`src/common/scz_defines.vh`:
```
`ifndef SCZ_DEFINES_VH
`define SCZ_DEFINES_VH

// Register indices as printed; byte address is four times the index
`define SCZ_IDX_PWR 10'h087
`define SCZ_IDX_CTL 10'h098
`define SCZ_IDX_BUF 10'h099
`define SCZ_IDX_CVT 10'h0D8
`define SCZ_ADDR_PWR 12'h21C
`define SCZ_ADDR_CTL 12'h260
`define SCZ_ADDR_BUF 12'h264
`define SCZ_ADDR_CVT 12'h360

// Field positions
`define SCZ_PWR_DOUBLE 7
`define SCZ_CVT_BDSEL 7
`define SCZ_CTL_MODE_HI 7
`define SCZ_CTL_MODE_LO 6
`define SCZ_CTL_MPE 5
`define SCZ_CTL_REN 4
`define SCZ_CTL_TX9 3
`define SCZ_CTL_RX9 2
`define SCZ_CTL_TXDONE 1
`define SCZ_CTL_RXDONE 0

// Reset values
`define SCZ_PWR_RST 8'h00
`define SCZ_CTL_RST 8'h00
`define SCZ_CVT_RST 8'h00

// Mode encodings of the two mode select bits
`define SCZ_MODE_SHIFT 2'h0
`define SCZ_MODE_UART8 2'h1
`define SCZ_MODE_UART9F 2'h2
`define SCZ_MODE_UART9V 2'h3

// Timing counts; the shift mode ones are in oscillator (pclk) cycles
`define SCZ_M0_DIV 4'hC
`define SCZ_M0_LAST 4'hB
`define SCZ_M0_HALF 4'h6
`define SCZ_BD_DIV 12'h9A5
`define SCZ_BD_STEP 12'h010
`define SCZ_OVS_LAST 4'hF
`define SCZ_OVS_MID 4'h7
`define SCZ_LAST_BIT10 4'h9
`define SCZ_LAST_BIT11 4'hA

`endif

```
`src/verilog/scz_uart.v`:
```
// Contract
// - Shift mode moves eight bits LSB first on rx pin; tx pin gives clock.
// - Shift mode bit rate is oscillator divided by twelve, ignoring baud settings.
// - Mode 1 frame is start low, eight data LSB first, stop high.
// - Mode 1 receive stores stop bit into rx ninth bit; unused in shift mode.
// - Modes 2 and 3 send start, eight data, tx ninth bit, stop.
// - Modes 2 and 3 store received ninth bit; stop bit is not checked.
// - Two mode select bits pick shift, 8-bit variable, 9-bit fixed, 9-bit variable.
// - Any write of the data buffer loads transmitter and starts sending.
// - Reading data buffer returns the separate receive register.
// - Shift mode reception starts when rx done is 0 and receiver enabled.
// - Async reception starts on start bit edge only while receiver enabled.
// - Tx done set after eighth bit in shift mode, at stop start otherwise.
// - Rx done set after eighth bit in shift mode, during stop otherwise.
// - Modes 2/3 with multiproc enable skip rx done when ninth bit is 0.
// - Mode 1 with multiproc enable sets rx done only on valid stop bit.
// - Async modes use a sixteen times oversampling clock divided by sixteen.
// - Mode 2 rate is oscillator/64, or /32 with double rate; reset to 0.
// - Double rate bit, bit 7 of power control, doubles rate in modes 1-3.
// - With baud generator select, modes 1/3 rate is osc times 2^double over 2469.
// - Timer 1 source gives overflow rate times 2^double divided by 32.
// - Receiver double buffered; new byte dropped while rx done is still set.
// - Transmitter and receiver run independently at the same time in modes 1 to 3; shift mode shares one engine.
//
// Our own choice: register access over APB.
`timescale 1ns/10ps
`include "scz_defines.vh"

module scz_uart (
  // APB slave
  input wire pclk,
  input wire presetn,
  input wire psel,
  input wire penable,
  input wire pwrite,
  input wire [11:0] paddr,
  input wire [31:0] pwdata,
  output reg [31:0] prdata,
  output wire pready,
  output wire pslverr,
  // Baud source from timer 1
  input wire timer1_ovf,
  // Serial pins
  input wire rx_pin_in,
  output wire rx_pin_out,
  output wire rx_pin_oe,
  output wire tx_pin
);

  // Software visible registers
  reg [7:0] pwr_r;
  reg [7:0] cvt_r;
  reg [7:0] ctl_r;
  reg [7:0] rx_buf_r;
  reg [7:0] ctl_nxt;

  // Baud tick generation
  reg [1:0] m2_cnt_r;
  reg [11:0] bd_acc_r;
  reg t1_half_r;
  reg ovs_tick;
  wire [12:0] bd_sum;

  // Shift mode engine
  reg m0_busy_r;
  reg m0_rx_r;
  reg [3:0] m0_cnt_r;
  reg [2:0] m0_bit_r;
  reg [7:0] m0_sh_r;

  // Async transmitter
  reg tx_busy_r;
  reg [3:0] tx_idx_r;
  reg [3:0] tx_tc_r;
  reg [9:0] tx_sh_r;
  reg tx_line_r;

  // Async receiver
  reg rx_busy_r;
  reg [3:0] rx_idx_r;
  reg [3:0] rx_tc_r;
  reg [8:0] rx_sh_r;
  reg rx_prev_r;

  wire [1:0] mode;
  wire is_async;
  wire dbl;
  wire mpe;
  wire ren;
  wire wr_en;
  wire wr_ctl;
  wire wr_buf;
  wire [3:0] tx_last;
  wire [3:0] rx_last;
  wire m0_end;
  wire tx_step;
  wire rx_mid;
  wire rx_step;
  wire [7:0] rx_data;
  wire rx_keep;
  wire rx_ok;
  wire m0_rx_start;
  wire tx_done_set;
  wire rx_done_set;
  wire rx9_set;
  wire rx9_val;

  assign mode = {ctl_r[`SCZ_CTL_MODE_HI], ctl_r[`SCZ_CTL_MODE_LO]};
  assign is_async = (mode != `SCZ_MODE_SHIFT);
  assign dbl = pwr_r[`SCZ_PWR_DOUBLE];
  assign mpe = ctl_r[`SCZ_CTL_MPE];
  assign ren = ctl_r[`SCZ_CTL_REN];

  // Bus decode, zero wait states
  assign pready = 1'b1;
  assign wr_en = psel & penable & pwrite;
  assign wr_ctl = wr_en & (paddr == `SCZ_ADDR_CTL);
  assign wr_buf = wr_en & (paddr == `SCZ_ADDR_BUF);
  assign pslverr = psel & penable & (paddr != `SCZ_ADDR_PWR) & (paddr != `SCZ_ADDR_CTL) &
                   (paddr != `SCZ_ADDR_BUF) & (paddr != `SCZ_ADDR_CVT);

  // Read mux; buffer read shows receive register only
  always @* begin
    prdata = 32'h0000_0000;
    case (paddr)
      `SCZ_ADDR_PWR: prdata = {24'h00_0000, pwr_r};
      `SCZ_ADDR_CTL: prdata = {24'h00_0000, ctl_r};
      `SCZ_ADDR_BUF: prdata = {24'h00_0000, rx_buf_r};
      `SCZ_ADDR_CVT: prdata = {24'h00_0000, cvt_r};
      default: prdata = 32'h0000_0000;
    endcase
  end

  // Plain configuration registers
  always @(posedge pclk or negedge presetn) begin
    if (!presetn) begin
      pwr_r <= `SCZ_PWR_RST;
      cvt_r <= `SCZ_CVT_RST;
    end else begin
      if (wr_en && paddr == `SCZ_ADDR_PWR)
        pwr_r <= pwdata[7:0];
      if (wr_en && paddr == `SCZ_ADDR_CVT)
        cvt_r <= pwdata[7:0];
    end
  end

  // Oversampling tick: sixteen per bit time in async modes
  assign bd_sum = {1'b0, bd_acc_r} + (dbl ? {`SCZ_BD_STEP, 1'b0} : {1'b0, `SCZ_BD_STEP});
  always @* begin
    ovs_tick = 1'b0;
    if (mode == `SCZ_MODE_UART9F)
      ovs_tick = dbl ? m2_cnt_r[0] : (m2_cnt_r == 2'h3);
    else if (mode != `SCZ_MODE_SHIFT && cvt_r[`SCZ_CVT_BDSEL])
      ovs_tick = (bd_sum >= {1'b0, `SCZ_BD_DIV});
    else if (mode != `SCZ_MODE_SHIFT)
      ovs_tick = timer1_ovf & (dbl | t1_half_r);
  end

  // Divider state for all three rate sources
  always @(posedge pclk or negedge presetn) begin
    if (!presetn) begin
      m2_cnt_r <= 2'h0;
      bd_acc_r <= 12'h000;
      t1_half_r <= 1'b0;
    end else begin
      m2_cnt_r <= m2_cnt_r + 2'h1;
      if (bd_sum >= {1'b0, `SCZ_BD_DIV})
        bd_acc_r <= bd_sum[11:0] - `SCZ_BD_DIV;
      else
        bd_acc_r <= bd_sum[11:0];
      if (timer1_ovf)
        t1_half_r <= ~t1_half_r;
    end
  end

  // Shift mode: twelve clocks per bit, clock low then high
  assign m0_end = m0_busy_r & (m0_cnt_r == `SCZ_M0_LAST) & (m0_bit_r == 3'h7);
  assign m0_rx_start = ~is_async & ~m0_busy_r & ~wr_buf & ren & ~ctl_r[`SCZ_CTL_RXDONE];
  assign rx_pin_out = m0_sh_r[0];
  assign rx_pin_oe = m0_busy_r & ~m0_rx_r;
  assign tx_pin = m0_busy_r ? (m0_cnt_r >= `SCZ_M0_HALF) : tx_line_r;

  always @(posedge pclk or negedge presetn) begin
    if (!presetn) begin
      m0_busy_r <= 1'b0;
      m0_rx_r <= 1'b0;
      m0_cnt_r <= 4'h0;
      m0_bit_r <= 3'h0;
      m0_sh_r <= 8'hFF;
    end else if (wr_buf && !is_async) begin
      m0_busy_r <= 1'b1;
      m0_rx_r <= 1'b0;
      m0_cnt_r <= 4'h0;
      m0_bit_r <= 3'h0;
      m0_sh_r <= pwdata[7:0];
    end else if (m0_rx_start) begin
      m0_busy_r <= 1'b1;
      m0_rx_r <= 1'b1;
      m0_cnt_r <= 4'h0;
      m0_bit_r <= 3'h0;
    end else if (m0_busy_r) begin
      if (m0_cnt_r == `SCZ_M0_LAST) begin
        m0_cnt_r <= 4'h0;
        m0_bit_r <= m0_bit_r + 3'h1;
        if (!m0_rx_r)
          m0_sh_r <= {1'b1, m0_sh_r[7:1]};
        if (m0_bit_r == 3'h7)
          m0_busy_r <= 1'b0;
      end else begin
        m0_cnt_r <= m0_cnt_r + 4'h1;
      end
      if (m0_rx_r && m0_cnt_r == `SCZ_M0_HALF)
        m0_sh_r <= {rx_pin_in, m0_sh_r[7:1]};
    end
  end

  // Async transmitter, paced by the oversampling tick
  assign tx_last = (mode == `SCZ_MODE_UART8) ? `SCZ_LAST_BIT10 : `SCZ_LAST_BIT11;
  assign tx_step = tx_busy_r & ovs_tick & (tx_tc_r == `SCZ_OVS_LAST);

  always @(posedge pclk or negedge presetn) begin
    if (!presetn) begin
      tx_busy_r <= 1'b0;
      tx_idx_r <= 4'h0;
      tx_tc_r <= 4'h0;
      tx_sh_r <= 10'h3FF;
      tx_line_r <= 1'b1;
    end else if (wr_buf && is_async) begin
      tx_busy_r <= 1'b1;
      tx_idx_r <= 4'h0;
      tx_tc_r <= 4'h0;
      tx_line_r <= 1'b0;
      if (mode == `SCZ_MODE_UART8)
        tx_sh_r <= {2'h3, pwdata[7:0]};
      else
        tx_sh_r <= {1'b1, ctl_r[`SCZ_CTL_TX9], pwdata[7:0]};
    end else if (tx_busy_r && ovs_tick) begin
      tx_tc_r <= tx_tc_r + 4'h1;
      if (tx_step) begin
        if (tx_idx_r == tx_last) begin
          tx_busy_r <= 1'b0;
          tx_line_r <= 1'b1;
        end else begin
          tx_idx_r <= tx_idx_r + 4'h1;
          tx_line_r <= tx_sh_r[0];
          tx_sh_r <= {1'b1, tx_sh_r[9:1]};
        end
      end
    end
  end

  // Async receiver: start edge, mid-bit sampling
  assign rx_last = (mode == `SCZ_MODE_UART8) ? `SCZ_LAST_BIT10 : `SCZ_LAST_BIT11;
  assign rx_mid = rx_busy_r & ovs_tick & (rx_tc_r == `SCZ_OVS_MID);
  assign rx_step = rx_busy_r & ovs_tick & (rx_tc_r == `SCZ_OVS_LAST);
  assign rx_data = (mode == `SCZ_MODE_UART8) ? rx_sh_r[8:1] : rx_sh_r[7:0];
  assign rx_ok = (mode == `SCZ_MODE_UART8) ? (~mpe | rx_pin_in) : (~mpe | rx_sh_r[8]);
  assign rx_keep = rx_mid & (rx_idx_r == rx_last) & rx_ok & ~ctl_r[`SCZ_CTL_RXDONE];

  always @(posedge pclk or negedge presetn) begin
    if (!presetn) begin
      rx_busy_r <= 1'b0;
      rx_idx_r <= 4'h0;
      rx_tc_r <= 4'h0;
      rx_sh_r <= 9'h000;
      rx_prev_r <= 1'b1;
    end else begin
      rx_prev_r <= rx_pin_in;
      if (!rx_busy_r) begin
        if (is_async && ren && rx_prev_r && !rx_pin_in) begin
          rx_busy_r <= 1'b1;
          rx_idx_r <= 4'h0;
          rx_tc_r <= 4'h0;
        end
      end else if (ovs_tick) begin
        rx_tc_r <= rx_tc_r + 4'h1;
        if (rx_step)
          rx_idx_r <= rx_idx_r + 4'h1;
        if (rx_mid) begin
          if (rx_idx_r == 4'h0 && rx_pin_in)
            rx_busy_r <= 1'b0;
          else if (rx_idx_r == rx_last)
            rx_busy_r <= 1'b0;
          else if (rx_idx_r != 4'h0)
            rx_sh_r <= {rx_pin_in, rx_sh_r[8:1]};
        end
      end
    end
  end

  // Receive holding register, separate from the shifter
  always @(posedge pclk or negedge presetn) begin
    if (!presetn)
      rx_buf_r <= 8'h00;
    else if (rx_keep)
      rx_buf_r <= rx_data;
    else if (m0_end && m0_rx_r && !ctl_r[`SCZ_CTL_RXDONE])
      rx_buf_r <= m0_sh_r;
  end

  // Hardware flag events
  assign tx_done_set = (m0_end & ~m0_rx_r) | (tx_step & (tx_idx_r + 4'h1 == tx_last));
  assign rx_done_set = rx_keep | (m0_end & m0_rx_r);
  assign rx9_set = rx_keep;
  assign rx9_val = (mode == `SCZ_MODE_UART8) ? rx_pin_in : rx_sh_r[8];

  // Control register: hardware set wins over software write
  always @* begin
    ctl_nxt = ctl_r;
    if (wr_ctl)
      ctl_nxt = pwdata[7:0];
    if (tx_done_set)
      ctl_nxt[`SCZ_CTL_TXDONE] = 1'b1;
    if (rx_done_set)
      ctl_nxt[`SCZ_CTL_RXDONE] = 1'b1;
    if (rx9_set)
      ctl_nxt[`SCZ_CTL_RX9] = rx9_val;
  end

  always @(posedge pclk or negedge presetn) begin
    if (!presetn)
      ctl_r <= `SCZ_CTL_RST;
    else
      ctl_r <= ctl_nxt;
  end

endmodule // scz_uart

```
`config.mk`:
```
export PLATFORM = sky130hd
export DESIGN_NAME = scz_uart
export DESIGN_NICKNAME = d
export VERILOG_FILES = /design/src/verilog/scz_uart.v
export VERILOG_INCLUDE_DIRS = /design/src /design/src/common
export SDC_FILE = /design/constraint.sdc
export NUM_CORES = 1
export LEC_CHECK = 0
export CORE_MARGIN = 4
export CORE_UTILIZATION = 57
export CTS_CLUSTER_DIAMETER = 200
export CTS_CLUSTER_SIZE = 40
export DETAILED_ROUTE_END_ITERATION = 8
export DONT_BUFFER_PORTS = 1
export PLACE_DENSITY_LB_ADDON = 0.15
export SYNTH_ARGS = -nofsm -noshare
export SYNTH_HDL_FRONTEND = slang
export SYNTH_SLANG_ARGS = --single-unit
```
`constraint.sdc`:
```
create_clock -name pclk -period 3.38 [get_ports pclk]
set_input_delay 0.338 -clock pclk [delete_from_list [all_inputs] [get_ports pclk]]
set_output_delay 0.338 -clock pclk [all_outputs]
set_load 0.02 [all_outputs]
```
### Word-level counts from Yosys, hierarchy flattened

Index checks and enable logic that the tools add are counted.

* bits in registers: 103
* input port bits: 51
* output and inout bits: 37
* logic and storage cells: 212

* $add $sub $neg: 9
* $lt $le $gt $ge: 2
* equal/unequal tests: 25
* muxes and demuxes: 70
* bitwise operators: 41
* reductions and logical operators: 40

Operators with widths (count)
* two-way mux 8 bit: 9
* two-way mux 4 bit: 16
* equality test 12 x 10 -> 1 bit (second input constant): 4
* inequality test 12 x 10 -> 1 bit (second input constant): 4
* two-way mux 10 bit: 4
* case mux 8 bit (4 select lines): 1
* two-way mux 1 bit: 31
* bitwise AND 1 bit: 27
* nonzero test 2 bit: 11
* adder 4 x 1 -> 4 bit (second input constant): 5
* two-way mux 3 bit: 5
* adder 12 x 6 -> 13 bit: 1
* greater-or-equal comparator 13 x 12 -> 1 bit (second input constant): 1
* logical AND 1 bit: 13
* equality test 4 bit: 3
* equality test 4 bit (second input constant): 3
* two-way mux 12 bit: 1
* subtractor 12 bit (second input constant): 1
* two-way mux 9 bit: 1
* NOT 1 bit: 9
* AND reduction 3 bit: 3
* nonzero test 3 bit: 3
* equality test 4 x 3 -> 1 bit (second input constant): 2
* two-way mux 6 bit: 1
* 17 further kinds: 28

### Logic depth before layout (Yosys ltp)

Gate-level depths: netlist of run 1.

* depth in word-level cells: 12
* mapped depth: 12
* gate-level depth less buffers: 10

### Worst setup path before layout of run 1

No wires, ideal clock.

* path type: flip-flop to flip-flop
* start point: register pwr_r[7]
* end point: register rx_sh_r[8]
* setup time: 0.125 ns
* arrival time: 3.228 ns
* required time: 3.255 ns
* slack: 0.027 ns
* stages on the path, launching flop included: 12
* path buffers: 1
* period minus slack after synthesis: 3.353 ns
* cell sequence: dfrtp_1 inv_1 ha_1 fa_1 clkbuf_1 o311a_1 a21oi_1 o32a_1 nand4b_1 nand3_2 nor4b_4 mux2_2

* word-level cells in the longest chain between the ends: 8
* elaborated cells on any way between the ends: 12
* classes of those cells: add/sub: 1; order compare: 1; mux: 5; bitwise: 4; reduce/logical: 1

RTL lines
* from (decl): RTL line scz_uart.v:51 `reg [7:0] pwr_r;`
* from (signal assigned): RTL line scz_uart.v:137 `` pwr_r <= `SCZ_PWR_RST; ``
* from (signal assigned): RTL line scz_uart.v:141 `pwr_r <= pwdata[7:0];`
* two-way mux 6 bit / bitwise OR 1 bit (equally long branches): RTL line scz_uart.v:148, scz_uart.v:156
* adder 12 x 6 -> 13 bit / bitwise AND 1 bit (equally long branches): RTL line scz_uart.v:148, scz_uart.v:156
* greater-or-equal comparator 13 x 12 -> 1 bit / two-way mux 1 bit (equally long branches): RTL line scz_uart.v:154, scz_uart.v:155
* two-way mux 1 bit: RTL line scz_uart.v:153 `` else if (mode != `SCZ_MODE_SHIFT && cvt_r[`SCZ_CVT_BDSEL]) ``
* two-way mux 1 bit (*): RTL line scz_uart.v:151 `` if (mode == `SCZ_MODE_UART9F) ``
* bitwise AND 1 bit (2 in series): RTL line scz_uart.v:254 `` assign rx_mid = rx_busy_r & ovs_tick & (rx_tc_r == `SCZ_OVS_MID); ``
* AND reduction 6 bit (no line) (*)
* to (signal assigned): RTL line scz_uart.v:285 `rx_sh_r <= {rx_pin_in, rx_sh_r[8:1]};`
* to (decl): RTL line scz_uart.v:82 `reg [8:0] rx_sh_r;`

Mark *: on every way between the ends. The rest lies on a longest branch, timed or not.
A chain may end at the register's enable or synchronous reset.

### Final worst setup path of run 1

* start point: register pwr_r[7]
* end point: register rx_sh_r[0]

Same word-level chain as after synthesis.

==> results_dict.tcl, run 1 <==
set metrics [dict create \
    status "finished clean" \
    hold_viol_final 0 \
    portBuffers 0 \
    syn_area_um2 6000 \
    holdPathEnd "m0_sh_r[1]" \
    ys_warn_count 0 \
    placement_rows 37 \
    clock-sinks 102 \
    setup_viol 0 \
    fin_crit_sh_pct 93.9 \
    grt_pass1_wl_um 21700 \
    start_kind "register" \
    period_minus_slack_ns 3.17 \
    clock_path_buffers 2 \
    grt_start_max_net_pins 103 \
    drtIter0Drc 331 \
    whs_path_depth 2 \
    final_layout_size_suffix_gt1_share_pct 19.4 \
    hold_ws_ns 0.0326 \
    vias_per_cell 5.97 \
    clock_latency_ns 0.39 \
    ir_worst_vdd_mv 0.353 \
    pre_cts_slack_ns 0.129 \
    wl_per_cell_um 17.9 \
    ys_async_sr_fraction_pct 100 \
    final_net_count 674 \
    finalSetupTns_ns 0 \
    postRouteAntennaNets 0 \
    power.leakage_nw 2.82 \
    grt-ovfl-total 0 \
    fillers 875 \
    cts_made_buffers 9 \
    grt_pass1_vias 4318 \
    drtPass1Iterations 5 \
    syn_inst 594 \
    io_pins 88 \
    die_w_um 111 \
    cts_tree "built" \
    hold_start "pwdata[1]" \
    rr_endpoint "rx_sh_r[0]" \
    skew_ns 0.0209 \
    clk_pin_slew_worst_paths_ns 0.12 \
    ys_types 70 \
    dieHeight_um 111 \
    crit_start "pwr_r[7]" \
    grt_setup_unrepaired "false" \
    worst_r2r_startpoint "pwr_r[7]" \
    fmax_mhz 315 \
    syn_avg_cell_area_um2 10.1 \
    path_max_fanout 5 \
    critPathRequiredTime_ns 3.66 \
    layout_commonest_cell "dfrtp_1" \
    r2r_slack_ns 0.21 \
    crit_buf_inv 2 \
    grt.total_usage_pct 21.7 \
    hp-class "input pin to register" \
    tightest_slew_ns 0.731 \
    diodes 0 \
    ys_seq_elements 102 \
    critPathArrivalTime_ns 3.45 \
    final_cell_mix "dfrtp_1, mux2i_1, nand2_1" \
    syn_to_final_growth_pct 7.19 \
    reg2reg_depth 11 \
    vias 4471 \
    slew_violations 0 \
    slowest_stage "fa_2" \
    p_per_area_nw_per_um2 440 \
    synth_edf_count 0 \
    antenna_found_initial 0 \
    relSlewSlack_pct 50.6 \
    hpwl_um 9380 \
    coreArea_um2 10300 \
    start_util_pct 58.4 \
    cp_top_family "adder cells" \
    synth_ff_type "dfrtp_1" \
    timing.final.ws_setup_ns 0.206 \
    cp_slowest_stage_delay_ns 0.56 \
    path_cells "inv_2 > ha_2 > fa_2 > o311a_1 > a21oi_1 > o32a_1 > nand4b_1 > nand3_2 > nor4b_4 > buf_4 > mux2_2" \
    max_cap_viol_count 0 \
    cp-end-kind "register" \
    die_area_um2 12200 \
    yosysSeqAreaShare_pct 42.9 \
    h-tree-depth 3 \
    gp_congestion 0.882 \
    path_class "register to register" \
    wl_um 13400 \
    drcViolationCount 0 \
    root_buffer "clkbuf_8" \
]
-- cells by family after synthesis --
kind of cell | share of synthesized area [%]
AND/OR/NAND/NOR | 16.4
AO/OA/AOI/OAI | 13.7
flip-flops | 42.9
multiplexers | 14.1
buffers and inverters | 6.06
XOR/XNOR | 3.36
adder cells (fa/ha/maj) | 3.25
other | 0.125
-- synth_stat cells, drive strengths merged (3+ instances only) --
library cell / number / share of area (%)
dfrtp: 83 / 35
mux2i: 51 / 8.5
nand2: 47 / 3.0
buf: 38 / 4.1
o21ai: 34 / 2.8
nor2: 33 / 2.1
mux2: 30 / 5.6
nand3: 30 / 2.6
a21oi: 25 / 2.1
dfstp: 19 / 8.3
inv: 17 / 1.1
xor2: 15 / 2.2
clkbuf: 14 / 0.88
ha: 14 / 2.9
nor3: 11 / 1.2
xnor2: 8 / 1.2
and2: 7 / 0.77
nand4: 7 / 0.73
o31ai: 7 / 0.88
or2: 7 / 0.73
a221o: 6 / 1.0
a22oi: 6 / 0.75
a31oi: 6 / 0.63
nand2b: 6 / 0.63
nor4: 5 / 0.88
or3: 5 / 0.52
a21boi: 4 / 0.50
and3: 4 / 0.42
nor3b: 4 / 0.50
a211oi: 3 / 0.38
a31o: 3 / 0.44
nand3b: 3 / 0.38
nor2b: 3 / 0.31
o211ai: 3 / 0.38
o21a: 3 / 0.38
o32a: 3 / 0.50
-- worst reg2reg max path: cells and delay by family (launching register included) --
| kind | cells | cell delay (ns) |
|---|---|---|
| buffers and inverters | 2 | 0.25 |
| adder cells (fa/ha/maj) | 2 | 0.77 |
| flip-flops | 1 | 0.42 |
| AND/OR/NAND/NOR | 3 | 0.71 |
| multiplexers | 1 | 0.33 |
| AO/OA/AOI/OAI | 3 | 0.60 |
-- repair_timing --
action,CTS,global route
setup buffers,0,1
endpoints found under the setup margin,0,37
endpoints found under the hold margin,103,1
resized for setup,0,8
hold buffers,3,1
-- how the worst max path moves through the flow --
stage                      end  slack, ns  depth (start not counted)
CTS                 rx_sh_r[2]       0.11                         11
floorplan           rx_sh_r[8]       0.03                         11
global placement    rx_sh_r[2]       0.14                         11
detailed placement  rx_sh_r[2]       0.13                         11
finish              rx_sh_r[0]       0.21                         11
global route        rx_sh_r[5]       0.02                         11
-- layer usage --
metal  vias up  track usage (%)  wire length (µm)
li1       2132                -                 -
met1      2228             27.7              5950
met2       104             36.9              6610
met3         7             6.36               719
met4         0             4.43                97
met5         -                0                 0
-- power breakdown --
group          switching [W]  total, W  internal [W]
clock network       0.000466  0.000746      0.000281
logic               0.000421  0.000714      0.000294
registers          0.0000773   0.00137       0.00129
total               0.000963   0.00283       0.00187
-- registers in the layout (all words and copies together) (netlist names), 2 cells and up --
signal	count
bd_acc_r	12
ctl_r	8
cvt_r	8
m0_bit_r	3
m0_cnt_r	4
m0_sh_r	8
m2_cnt_r	2
pwr_r	8
rx_buf_r	8
rx_idx_r	4
rx_sh_r	9
rx_tc_r	4
tx_idx_r	4
tx_sh_r	9
tx_tc_r	4
-- through the flow --
step           cell area [µm²]  power (W)  std cells  utilization, %
2_1_floorplan             6090    0.00193        617               -
3_3_place_gp              6160    0.00205        727            59.9
3_5_place_dp              6160    0.00206        727            59.9
4_1_cts                   6390    0.00283        746            62.2
5_1_grt                   6430    0.00299        749            62.6
6_report                  6430    0.00283        749            62.6
-- area by class of cell --
| cell class | count | area [µm²] | share of cell area, % |
|---|---|---|---|
| clock buffers | 10 | 128 | 1.98 |
| clock inverters | 6 | 58.8 | 0.914 |
| inverters | 17 | 63.8 | 0.992 |
| multi-input cells | 446 | 3170 | 49.2 |
| flip-flops and latches | 102 | 2580 | 40.1 |
| well taps | 136 | 170 | 2.64 |
| repair buffers | 32 | 272 | 4.22 |
Power figures use the tool's default switching activity.
==> run 2, diff against run 1 <==
--- a/config.mk
+++ b/config.mk
@@ -12,6 +12,7 @@
 export CTS_CLUSTER_SIZE = 40
 export DETAILED_ROUTE_END_ITERATION = 8
 export DONT_BUFFER_PORTS = 1
+export HOLD_SLACK_MARGIN = 0.15
 export PLACE_DENSITY_LB_ADDON = 0.15
 export SYNTH_ARGS = -nofsm -noshare
 export SYNTH_HDL_FRONTEND = slang
==> results_dict.tcl, run 2 (synthesized netlist as in run 1, its figures left out) <==
set metrics [dict create \
    h-tree-depth 3 \
    fin_total_pwr_w 0.00284 \
    start_util_pct 58.4 \
    drt-met1-wl_um 6070 \
    root_buffer "clkbuf_8" \
    slew_violations 0 \
    antenna_found_initial 0 \
    cp-end-kind "register" \
    hp-class "input pin to register" \
    placement_rows 37 \
    dieHeight_um 111 \
    hpwl_um 9380 \
    grt_setup_unrepaired "false" \
    wl_um 13500 \
    cts_made_buffers 9 \
    syn_to_final_growth_pct 8.52 \
    ir_worst_vdd_mv 0.353 \
    cts_tree "built" \
    status "finished clean" \
    grt.total_usage_pct 21.9 \
    clock_latency_ns 0.40 \
    die_area_um2 12200 \
    topRoutingLayerUsed "met4" \
    regMostFlops "bd_acc_r" \
    diodes 0 \
    final_cell_mix "dfrtp_1, mux2i_1, nand2_1" \
    drtIter0Drc 336 \
    start_kind "register" \
    fmax_mhz 317 \
    postRouteAntennaNets 0 \
    setup_viol 0 \
    max_cap_viol_count 0 \
    clock_path_buffers 2 \
    fin_crit_sh_pct 93.2 \
    reg_top3 "bd_acc_r x12, rx_sh_r x9, tx_sh_r x9" \
    final_net_count 682 \
    grt_pass1_wl_um 21900 \
    drcViolationCount 0 \
    fillers 863 \
    critPathArrivalTime_ns 3.43 \
    relSlewSlack_pct 50.8 \
    clk_pin_slew_worst_paths_ns 0.10 \
    grt_start_max_net_pins 103 \
    layout_commonest_cell "dfrtp_1" \
    power.leakage_nw 2.85 \
    critPathRequiredTime_ns 3.66 \
    final_layout_size_suffix_gt1_share_pct 19.2 \
    p_per_area_nw_per_um2 436 \
    finalSetupTns_ns 0 \
    die_w_um 111 \
    tightest_slew_ns 0.729 \
    hold_viol_final 0 \
    wl_met2_um 6710 \
    clock-sinks 102 \
    coreArea_um2 10300 \
    wl_per_cell_um 17.8 \
    vias 4511 \
    gp_congestion 0.882 \
    vias_per_cell 5.96 \
    drtPass1Iterations 4 \
    grt-ovfl-total 0 \
    wl_met3_um 575 \
    skew_ns 0.0247 \
    io_pins 88 \
    path_class "register to register" \
    largest_register_ff_count 12 \
    period_minus_slack_ns 3.15 \
    grt_pass1_vias 4390 \
    path_max_fanout 5 \
    portBuffers 0 \
]
==> run 2: cell count changes in the layout (fill, tap and decap cells not counted), sizes merged <==
| cell | before | now |
|---|---|---|
| dlygate4sd3 | 3 | 11 |
==> run 2: area by class of cell <==
cell class              count  area [µm²]  share of cell area, %
clock buffers              10         128                   1.96
inverters                  17        63.8                  0.979
well taps                 136         170                   2.61
clock inverters             6        58.8                  0.903
multi-input cells         446        3170                   48.6
flip-flops and latches    102        2580                   39.6
repair buffers             40         352                   5.40
==> run 2: path summary, 6_finish.rpt <==
kind	start	to	slack (ns)	cells past startpoint
min reg2reg	m2_cnt_r[0]	m2_cnt_r[0]	0.45	1
min	pwdata[2]	ctl_r[2]	0.17	2
max reg2reg	pwr_r[7]	rx_sh_r[0]	0.23	11
max	pwr_r[7]	rx_sh_r[0]	0.23	11
min in group asynchronous	presetn	m0_bit_r[1]	0.53	2
max in group asynchronous	presetn	tx_sh_r[4]	2.41	2
==> run 2: where the power goes <==
group / internal, W / switching, W / total (W)
logic: 0.000300 / 0.000430 / 0.000730
clock network: 0.000281 / 0.000463 / 0.000743
registers: 0.00129 / 0.0000770 / 0.00137
total: 0.00187 / 0.000970 / 0.00284
==> run 2: routing by layer <==
layer | global-route usage, % | vias up
li1 | - | 2146
met1 | 28.2 | 2264
met2 | 36.9 | 92
met3 | 5.86 | 9
met4 | 5.25 | 0
met5 | 0 | -
==> run 2: through the flow <==
stage	utilization, %	instances	setup slack [ns]	hold WS [ns]	cell area [µm²]
2_1_floorplan	-	617	0.0273	0.0424	6090
3_3_place_gp	59.9	727	0.140	0.0446	6160
3_5_place_dp	59.9	727	0.129	0.0453	6160
4_1_cts	63.1	755	0.106	0.162	6480
5_1_grt	63.4	757	0.0156	0.170	6520
6_report	63.4	757	0.230	0.174	6520
==> run 2: timing repair <==
action / 4_1_cts / 5_1_grt
endpoints found under the hold margin: 143 / 0
hold buffers: 12 / 0
resized for setup: 0 / 8
setup endpoints to repair: 0 / 37
setup buffers: 0 / 1
==> run 2: worst max-delay path, cell delays in order (launching register included) <==
cell and delay [ns]:
dfrtp_2 0.42, inv_2 0.04, ha_2 0.21, fa_2 0.56
o311a_1 0.19, a21oi_1 0.06, o32a_1 0.35, nand4b_1 0.22
nand3_2 0.17, nor4b_4 0.30, buf_4 0.19, mux2_2 0.33
